### src/inc/mds_pkg.sv
// Constants, types and register map of the motion debounce and auto-sleep block
package mds_pkg;
  // ---------------------------------------------
  // Register map
  // ---------------------------------------------
  localparam logic [7:0] ADDR_THRESH = 8'h17;
  localparam logic [7:0] ADDR_DEBOUNCE = 8'h18;
  localparam logic [7:0] ADDR_INACT = 8'h29;
  localparam logic [7:0] RESET_BYTE = 8'h00;
  localparam int MODE_BIT = 7;
  localparam int THR_MSB = 6;
  // ---------------------------------------------
  // Timing
  // ---------------------------------------------
  localparam int CLK_MHZ = 100;
  localparam int BASE_TICK_US = 1250;
  localparam int BASE_TICK_CYCLES = BASE_TICK_US * CLK_MHZ;
  localparam int STEP_MS = 320;
  localparam int STEP_SLOW_MS = 640;
  localparam int PER_W = 10;
  localparam logic [PER_W-1:0] STEP_TICKS = PER_W'(STEP_MS * 1000 / BASE_TICK_US);
  localparam logic [PER_W-1:0] STEP_SLOW_TICKS = PER_W'(STEP_SLOW_MS * 1000 / BASE_TICK_US);
  // Sample period in base ticks, indexed by rate code
  localparam logic [7:0][PER_W-1:0] RATE_PERIOD = {10'h200, 10'h080, 10'h040, 10'h010,
                                                    10'h008, 10'h004, 10'h002, 10'h001};
  localparam logic [PER_W-1:0] CAP_NORMAL = 10'h010;
  localparam logic [PER_W-1:0] CAP_LNLP = 10'h040;
  localparam logic [PER_W-1:0] CAP_HIRES = 10'h002;
  localparam logic [PER_W-1:0] CAP_LOWPWR = 10'h080;
  localparam logic [2:0] RATE_SLOWEST = 3'h7;
  localparam logic SLEEP_RATE_PREFIX = 1'b1;
  // ---------------------------------------------
  // Types
  // ---------------------------------------------
  typedef enum logic [1:0] {OS_NORMAL = 2'h0, OS_LNLP = 2'h1, OS_HIRES = 2'h2, OS_LOWPWR = 2'h3} mds_os_e;
  typedef enum logic [1:0] {ST_STANDBY = 2'h0, ST_WAKE = 2'h1, ST_SLEEP = 2'h2} mds_state_e;
  typedef struct packed {
    logic wr;
    logic rd;
    logic [7:0] addr;
    logic [7:0] wdata;
  } mds_bus_s;
  typedef struct packed {
    logic [2:0] wakeRate;
    logic [1:0] sleepRate;
    logic activeMode;
    logic autoSleepEn;
    mds_os_e wakeOs;
    mds_os_e sleepOs;
    logic orSel;
    logic latchEn;
    logic [2:0] axisEn;
    logic intEnSleep;
    logic intEnOrient;
    logic intEnFfmt;
    logic wakeOrient;
    logic wakeFfmt;
  } mds_cfg_s;
  typedef struct packed {
    logic [7:0] z;
    logic [7:0] y;
    logic [7:0] x;
  } mds_axes_s;
endpackage

### src/logic/mds_top.sv
// Freefall/motion debounce and auto wake/sleep controller
`timescale 1ns/1ps
module mds_top #(
  parameter int BASE_TICK_CYC = mds_pkg::BASE_TICK_CYCLES
)
(
  input wire logic sys_clk,
  input wire logic rst,
  input mds_pkg::mds_bus_s regReq,
  output logic [7:0] regRdData,
  output logic regRdValid,
  input mds_pkg::mds_cfg_s cfg,
  input mds_pkg::mds_axes_s accelMag,
  input wire logic orientEvent,
  input wire logic srcRead,
  output logic sampleTick,
  output logic eventActive,
  output logic [2:0] effRate,
  output mds_pkg::mds_state_e powerState,
  output logic sleepChangeIrq
);
  import mds_pkg::*;

  localparam int BASE_W = $clog2(BASE_TICK_CYC + 1);

  // ---------------------------------------------
  // Helpers
  // ---------------------------------------------
  function automatic logic [PER_W-1:0] periodOf(input logic [2:0] rate, input mds_os_e os);
    logic [PER_W-1:0] cap;
    cap = CAP_NORMAL;
    unique case (os)
      OS_NORMAL: cap = CAP_NORMAL;
      OS_LNLP: cap = CAP_LNLP;
      OS_HIRES: cap = CAP_HIRES;
      OS_LOWPWR: cap = CAP_LOWPWR;
    endcase
    return (RATE_PERIOD[rate] < cap) ? RATE_PERIOD[rate] : cap;
  endfunction

  // ---------------------------------------------
  // Registers
  // ---------------------------------------------
  logic [7:0] threshReg, next_threshReg;
  logic [7:0] limitReg, next_limitReg;
  logic [7:0] inactDur, next_inactDur;
  logic [7:0] next_regRdData;
  logic next_regRdValid;
  logic [6:0] thrValue;
  logic dbcMode;

  always_comb
  begin
    next_threshReg = threshReg;
    next_limitReg = limitReg;
    next_inactDur = inactDur;
    next_regRdData = RESET_BYTE;
    next_regRdValid = regReq.rd;
    if (regReq.wr)
    begin
      unique case (regReq.addr)
        ADDR_THRESH: next_threshReg = regReq.wdata;
        ADDR_DEBOUNCE: next_limitReg = regReq.wdata;
        ADDR_INACT: next_inactDur = regReq.wdata;
        default: ;
      endcase
    end
    if (regReq.rd)
    begin
      unique case (regReq.addr)
        ADDR_THRESH: next_regRdData = threshReg;
        ADDR_DEBOUNCE: next_regRdData = limitReg;
        ADDR_INACT: next_regRdData = inactDur;
        default: next_regRdData = RESET_BYTE;
      endcase
    end
  end

  always_ff @(posedge sys_clk)
  begin
    if (rst)
    begin
      threshReg <= RESET_BYTE;
      limitReg <= RESET_BYTE;
      inactDur <= RESET_BYTE;
      regRdData <= RESET_BYTE;
      regRdValid <= 1'b0;
    end
    else
    begin
      threshReg <= next_threshReg;
      limitReg <= next_limitReg;
      inactDur <= next_inactDur;
      regRdData <= next_regRdData;
      regRdValid <= next_regRdValid;
    end
  end

  assign thrValue = threshReg[THR_MSB:0];
  assign dbcMode = threshReg[MODE_BIT];

  // ---------------------------------------------
  // Sample pacing
  // ---------------------------------------------
  mds_state_e state, next_state;
  logic [BASE_W-1:0] baseCnt, next_baseCnt;
  logic [PER_W-1:0] sampCnt, next_sampCnt;
  logic [2:0] next_effRate;
  logic next_sampleTick;
  logic baseTick;
  logic [2:0] curRate;
  logic [PER_W-1:0] curPeriod;

  always_comb
  begin
    curRate = cfg.wakeRate;
    if (state == ST_SLEEP)
    begin
      curRate = {SLEEP_RATE_PREFIX, cfg.sleepRate};
    end
    curPeriod = periodOf(curRate, (state == ST_SLEEP) ? cfg.sleepOs : cfg.wakeOs);
    baseTick = (state != ST_STANDBY) && (baseCnt == BASE_W'(BASE_TICK_CYC - 1));
    next_baseCnt = baseTick ? '0 : BASE_W'(baseCnt + 1'b1);
    next_sampCnt = sampCnt;
    next_sampleTick = 1'b0;
    next_effRate = curRate;
    if (state == ST_STANDBY)
    begin
      next_baseCnt = '0;
      next_sampCnt = '0;
    end
    else if (baseTick)
    begin
      if (sampCnt >= PER_W'(curPeriod - 1'b1))
      begin
        next_sampCnt = '0;
        next_sampleTick = 1'b1;
      end
      else
      begin
        next_sampCnt = PER_W'(sampCnt + 1'b1);
      end
    end
  end

  always_ff @(posedge sys_clk)
  begin
    if (rst)
    begin
      baseCnt <= '0;
      sampCnt <= '0;
      sampleTick <= 1'b0;
      effRate <= 3'h0;
    end
    else
    begin
      baseCnt <= next_baseCnt;
      sampCnt <= next_sampCnt;
      sampleTick <= next_sampleTick;
      effRate <= next_effRate;
    end
  end

  // ---------------------------------------------
  // Threshold compare and debounce
  // ---------------------------------------------
  logic [7:0] dbcCnt, next_dbcCnt;
  logic next_eventActive;
  logic ffmtEvent, next_ffmtEvent;
  logic [2:0] axisHigh;
  logic cond;
  logic clrDbc;

  always_comb
  begin
    // Magnitudes arrive on the 8 g scale, one count per 0.063 g
    axisHigh[0] = accelMag.x > {1'b0, thrValue};
    axisHigh[1] = accelMag.y > {1'b0, thrValue};
    axisHigh[2] = accelMag.z > {1'b0, thrValue};
    if (cfg.orSel)
    begin
      cond = |(axisHigh & cfg.axisEn);
    end
    else
    begin
      cond = (|cfg.axisEn) && ((axisHigh & cfg.axisEn) == 3'h0);
    end
    clrDbc = cfg.latchEn && srcRead;
    next_dbcCnt = dbcCnt;
    next_eventActive = eventActive;
    if (clrDbc)
    begin
      next_dbcCnt = RESET_BYTE;
      next_eventActive = 1'b0;
    end
    if (sampleTick)
    begin
      if (cond)
      begin
        if (dbcCnt < limitReg)
        begin
          next_dbcCnt = 8'(dbcCnt + 1'b1);
        end
        else
        begin
          next_dbcCnt = limitReg;
        end
        if (next_dbcCnt == limitReg)
        begin
          next_eventActive = 1'b1;
        end
      end
      else if (dbcMode)
      begin
        next_dbcCnt = RESET_BYTE;
        if (!cfg.latchEn)
        begin
          next_eventActive = 1'b0;
        end
      end
      else
      begin
        if (!clrDbc && (dbcCnt != RESET_BYTE))
        begin
          next_dbcCnt = 8'(dbcCnt - 1'b1);
        end
        if (!cfg.latchEn && (next_dbcCnt == RESET_BYTE))
        begin
          next_eventActive = 1'b0;
        end
      end
    end
    next_ffmtEvent = next_eventActive && !eventActive;
  end

  always_ff @(posedge sys_clk)
  begin
    if (rst)
    begin
      dbcCnt <= RESET_BYTE;
      eventActive <= 1'b0;
      ffmtEvent <= 1'b0;
    end
    else
    begin
      dbcCnt <= next_dbcCnt;
      eventActive <= next_eventActive;
      ffmtEvent <= next_ffmtEvent;
    end
  end

  // ---------------------------------------------
  // Inactivity timer and power state
  // ---------------------------------------------
  logic [PER_W-1:0] stepCnt, next_stepCnt;
  logic [7:0] durCnt, next_durCnt;
  logic next_sleepChangeIrq;
  logic wakeReq;
  logic activity;
  logic [PER_W-1:0] stepLen;

  always_comb
  begin
    wakeReq = (ffmtEvent && cfg.intEnFfmt && cfg.wakeFfmt) ||
              (orientEvent && cfg.intEnOrient && cfg.wakeOrient);
    activity = ffmtEvent || orientEvent;
    stepLen = (curRate == RATE_SLOWEST) ? STEP_SLOW_TICKS : STEP_TICKS;
    next_state = state;
    unique case (state)
      ST_STANDBY: if (cfg.activeMode) next_state = ST_WAKE;
      ST_WAKE:
      begin
        if (!cfg.activeMode) next_state = ST_STANDBY;
        else if (cfg.autoSleepEn && !activity && (durCnt >= inactDur)) next_state = ST_SLEEP;
      end
      ST_SLEEP:
      begin
        if (!cfg.activeMode) next_state = ST_STANDBY;
        else if (!cfg.autoSleepEn || wakeReq) next_state = ST_WAKE;
      end
      default: next_state = ST_STANDBY;
    endcase
    next_stepCnt = stepCnt;
    next_durCnt = durCnt;
    if ((state != ST_WAKE) || (next_state != ST_WAKE) || activity)
    begin
      next_stepCnt = '0;
      next_durCnt = RESET_BYTE;
    end
    else if (baseTick)
    begin
      if (stepCnt >= PER_W'(stepLen - 1'b1))
      begin
        next_stepCnt = '0;
        if (durCnt != 8'hff) next_durCnt = 8'(durCnt + 1'b1);
      end
      else
      begin
        next_stepCnt = PER_W'(stepCnt + 1'b1);
      end
    end
    next_sleepChangeIrq = cfg.intEnSleep && (next_state != state) &&
                          ((next_state == ST_SLEEP) || (state == ST_SLEEP));
  end

  always_ff @(posedge sys_clk)
  begin
    if (rst)
    begin
      state <= ST_STANDBY;
      stepCnt <= '0;
      durCnt <= RESET_BYTE;
      sleepChangeIrq <= 1'b0;
    end
    else
    begin
      state <= next_state;
      stepCnt <= next_stepCnt;
      durCnt <= next_durCnt;
      sleepChangeIrq <= next_sleepChangeIrq;
    end
  end

  assign powerState = state;
endmodule // mds_top

### config.mk
export PLATFORM = sky130hd
export DESIGN_NAME = mds_top
export DESIGN_NICKNAME = d
export VERILOG_FILES = /design/src/inc/mds_pkg.sv /design/src/logic/mds_top.sv
export SDC_FILE = /design/constraint.sdc
export NUM_CORES = 1
export LEC_CHECK = 0
export BUFFER_PORTS_ARGS = -buffer_cell sky130_fd_sc_hd__buf_2
export CAP_MARGIN = 20
export CORE_ASPECT_RATIO = 0.6
export CORE_UTILIZATION = 27
export CTS_BUF_LIST = sky130_fd_sc_hd__clkbuf_4
export CTS_CLUSTER_SIZE = 12
export DETAILED_ROUTE_END_ITERATION = 8
export GPL_TIMING_DRIVEN = 0
export HOLD_SLACK_MARGIN = 0.1
export PLACE_DENSITY = 0.52
export SYNTH_ARGS = -nofsm -noshare
export SYNTH_HDL_FRONTEND = slang
export SYNTH_SLANG_ARGS = --single-unit
### constraint.sdc
create_clock -name sys_clk -period 11.5 [get_ports sys_clk]
set_input_delay 0.575 -clock sys_clk [delete_from_list [all_inputs] [get_ports sys_clk]]
set_output_delay 0.575 -clock sys_clk [all_outputs]
set_load 0.01 [all_outputs]
==> impl_metrics.ini <==
[global_routing]
grt_antenna_before_repair = 0
grt_overflow = 0
grt_first_pass_wirelength_um = 27100
grt_use_total = 0.149
first_global_vias = 4972
grt_max_degree = 19

[synth]
ys_async_sr_fraction = 0
ys_ff_latch = 95
ys.flop_type = dfxtp_1
ys_types = 63
synth_edf_count = 0
ys_seq_area_frac = 0.314
synth.avg_cell_area_um2 = 8.15
synth_area_um2 = 6060
ys_warn_count = 0
synthCells = 744

[cts]
cts_tree = done
cts_buffers = 9
root_buffer = clkbuf_4
cts_setup_buffers = 0
hold_buffers = 0
clkSinkCount = 95
htreeDepth = 3
clk_path_buf_depth = 2
clk_pin_slew_ps = 180
ctsResizeCount = 0
insertion_delay_ps = 500

[setup_path]
cpPeakStageDelay_ps = 610
rr_endpoint = sampCnt[0]
end_kind = flip-flop
cp.arrival_ps = 6210
critPathRequiredTime_ps = 11880
path_cells = nor2b_1 -> buf_2 -> mux2i_1 -> nor3_1 -> ha_1 -> or2_2 -> a21oi_1 -> a31oi_2 -> or2_1 -> or3_1 -> ha_1 -> buf_1 -> nor4_1 -> a21oi_1 -> o32ai_1 -> a221oi_1 -> ha_1 -> a211oi_1 -> o31a_1 -> o21ai_1 -> nor2_1
crit_type = flip-flop to flip-flop
critPathLaunchType = flip-flop
r2r_cells = 21
critPathMaxFanout = 10
crit-reg2reg-launch = powerState[1]
critPathSlowestCell = o21ai_1
rrSetupSlack_ps = 5670
timing.critical_path.mode_cell = ha_1

[cells_and_area]
drive_above_1_share = 0.147
fin_nets = 963
antenna_cells = 0
fin_area_um2 = 6970
area_growth_pct = 15.0

[pwr]
intPower_uw = 409
pwr-share-seq = 0.565
clkPwrFrac = 0.316
leakage_uw = 0.00256
vdd_drop_max_v = 0.0000482
netSwitchingPower_uw = 179
combPwrFrac = 0.119
swShare = 0.304
p_per_area_nw_per_um2 = 84.3

[worst_hold_path]
hp-class = input pin to flip-flop
hold_path_end = threshReg[7]
whs_path_depth = 3
hold_start = regReq[7]

[placed_design]
hpwl_um = 13300
io_buffers = 82
gp_congestion = 0.834
dpl_cell_area_um2 = 6840

[timing]
slew_headroom = 0.258
tns_ps = 0
setup_violations = 0
period_needed_ps = 5830
rsz0062_at_grt = no
worstMarginPinSlew_ps = 1100
max_freq_mhz = 172
slew_violations = 0
post-route-period-util = 0.507
finalHoldViolCount = 0
skew_ps = 32.5

[detailed_routing]
m1WireLength_um = 10000
route.met3.wl_um = 864
drt-initial-drc-count = 429
wl_um = 16700
vias = 5523
ant_nets = 0
detail_route.wl_per_cell_um = 14.8
firstDrtPassIters = 5
wl_met2_um = 5690
vias_per_cell = 4.89
highest_layer = met4
drc_errors = 0

[die]
die_area_um2 = 23100
core_um2 = 22000
dieHeight_um = 118
ios = 84
start_util = 0.275
fp.dieW_um = 195
rows = 42

[run_status]
status = finished clean

[job]
maxCapViolations = 0
[layout by cell type, fill, tap and decap left out, drive strengths merged, types with 3 or more instances in the layout]
master / n
nand2b: 6
nand4: 18
or4: 5
and2: 3
a211oi: 10
ha: 57
nand3b: 15
nor3: 17
buf: 89
nor4: 11
o21a: 5
nor2: 82
dfxtp: 95
inv: 38
xor2: 27
and3: 9
nor2b: 9
a21oi: 54
or3: 7
mux2: 10
clkbuf: 29
o21ai: 16
o31ai: 3
a222oi: 8
or2: 5
mux2i: 9
a21o: 12
xnor2: 28
a31oi: 5
nand2: 69
o22ai: 10
nand3: 51
o211ai: 3
[worst max-delay path, delay by kind of cell (launching register included)]
family / cells / cell delay [ps]
multiplexers: 1 / 540
buffers and inverters: 2 / 420
AND/OR/NAND/NOR: 7 / 1710
adder cells (fa/ha/maj): 3 / 810
AO/OA/AOI/OAI: 8 / 1710
flip-flops: 1 / 500
[power by group through the flow]
stage	Combinational [uW]	Sequential, uW	Clock, uW
floorplan	40.5	339	0
global placement	68.9	339	0
detailed placement	69.4	339	0
CTS	69.7	332	193
global route	79.0	333	208
finish	70.0	332	186
[routing by layer]
layer,vias to the layer above,GRT usage
met5,-,0
met4,0,0.0217
met3,15,0.0384
met2,121,0.177
met1,2515,0.252
li1,2872,-
[sequential cells by signal (all words and copies together) (netlist names), 3 cells and up]
| name | flops |
|---|---|
| limitReg | 8 |
| baseCnt | 17 |
| regRdData | 8 |
| durCnt | 8 |
| effRate | 3 |
| stepCnt | 10 |
| sampCnt | 10 |
| inactDur | 8 |
| threshReg | 8 |
| dbcCnt | 8 |
[through the flow]
step	hold slack [ps]	setup slack, ps	total power [uW]	utilization	cells
2_1_floorplan	418	6550	380	-	745
3_3_place_gp	429	5690	408	0.310	1113
3_5_place_dp	437	5720	408	0.311	1114
4_1_cts	298	5700	595	0.317	1130
5_1_grt	279	5220	620	0.317	1130
6_report	335	5670	588	0.317	1130
[Yosys cell counts, types with 12 or more instances]
cell type,count,area (um2)
nand3_1,51,255
nand3b_1,15,113
dfxtp_1,95,1900
nor2_1,80,300
nand4_1,17,106
a21o_1,12,90.1
clkbuf_1,20,75.1
xnor2_1,28,245
a21oi_1,54,270
ha_1,57,713
inv_1,33,124
nand2_1,69,259
nor3_1,16,80.1
xor2_1,27,236
[how the worst max path moves through the flow]
stage                     slack (ps)    endpoint  cells past startpoint          start
final                           5670  sampCnt[0]                     21  powerState[1]
after global routing            5220  sampCnt[6]                     21  powerState[1]
after CTS                       5700  sampCnt[0]                     21  powerState[1]
after detailed placement        5720  sampCnt[0]                     21  powerState[1]
after global placement          5690  sampCnt[6]                     21  powerState[1]
after floorplan                 6550  sampCnt[0]                     21  powerState[1]
[kinds of logic after synthesis]
group / synth area share
AOI/OAI and AO/OA: 0.151
xor gates and xnor gates: 0.0794
adders and majority gates: 0.118
buffers and inverters: 0.0369
DFF: 0.314
muxes: 0.0334
other: 0.000618
and+or+nand+nor: 0.267
[layout make-up]
type                       count  area, um2
fill                        2350      15000
multi-input combinational    591       3940
sequential                    95       1900
timing repair buffer          83        415
tap                          286        358
inverter                      33        124
buffer                        26        100
clock buffer                   9       67.6
clock inverter                 7       62.6
Power figures use the tool's default switching activity.
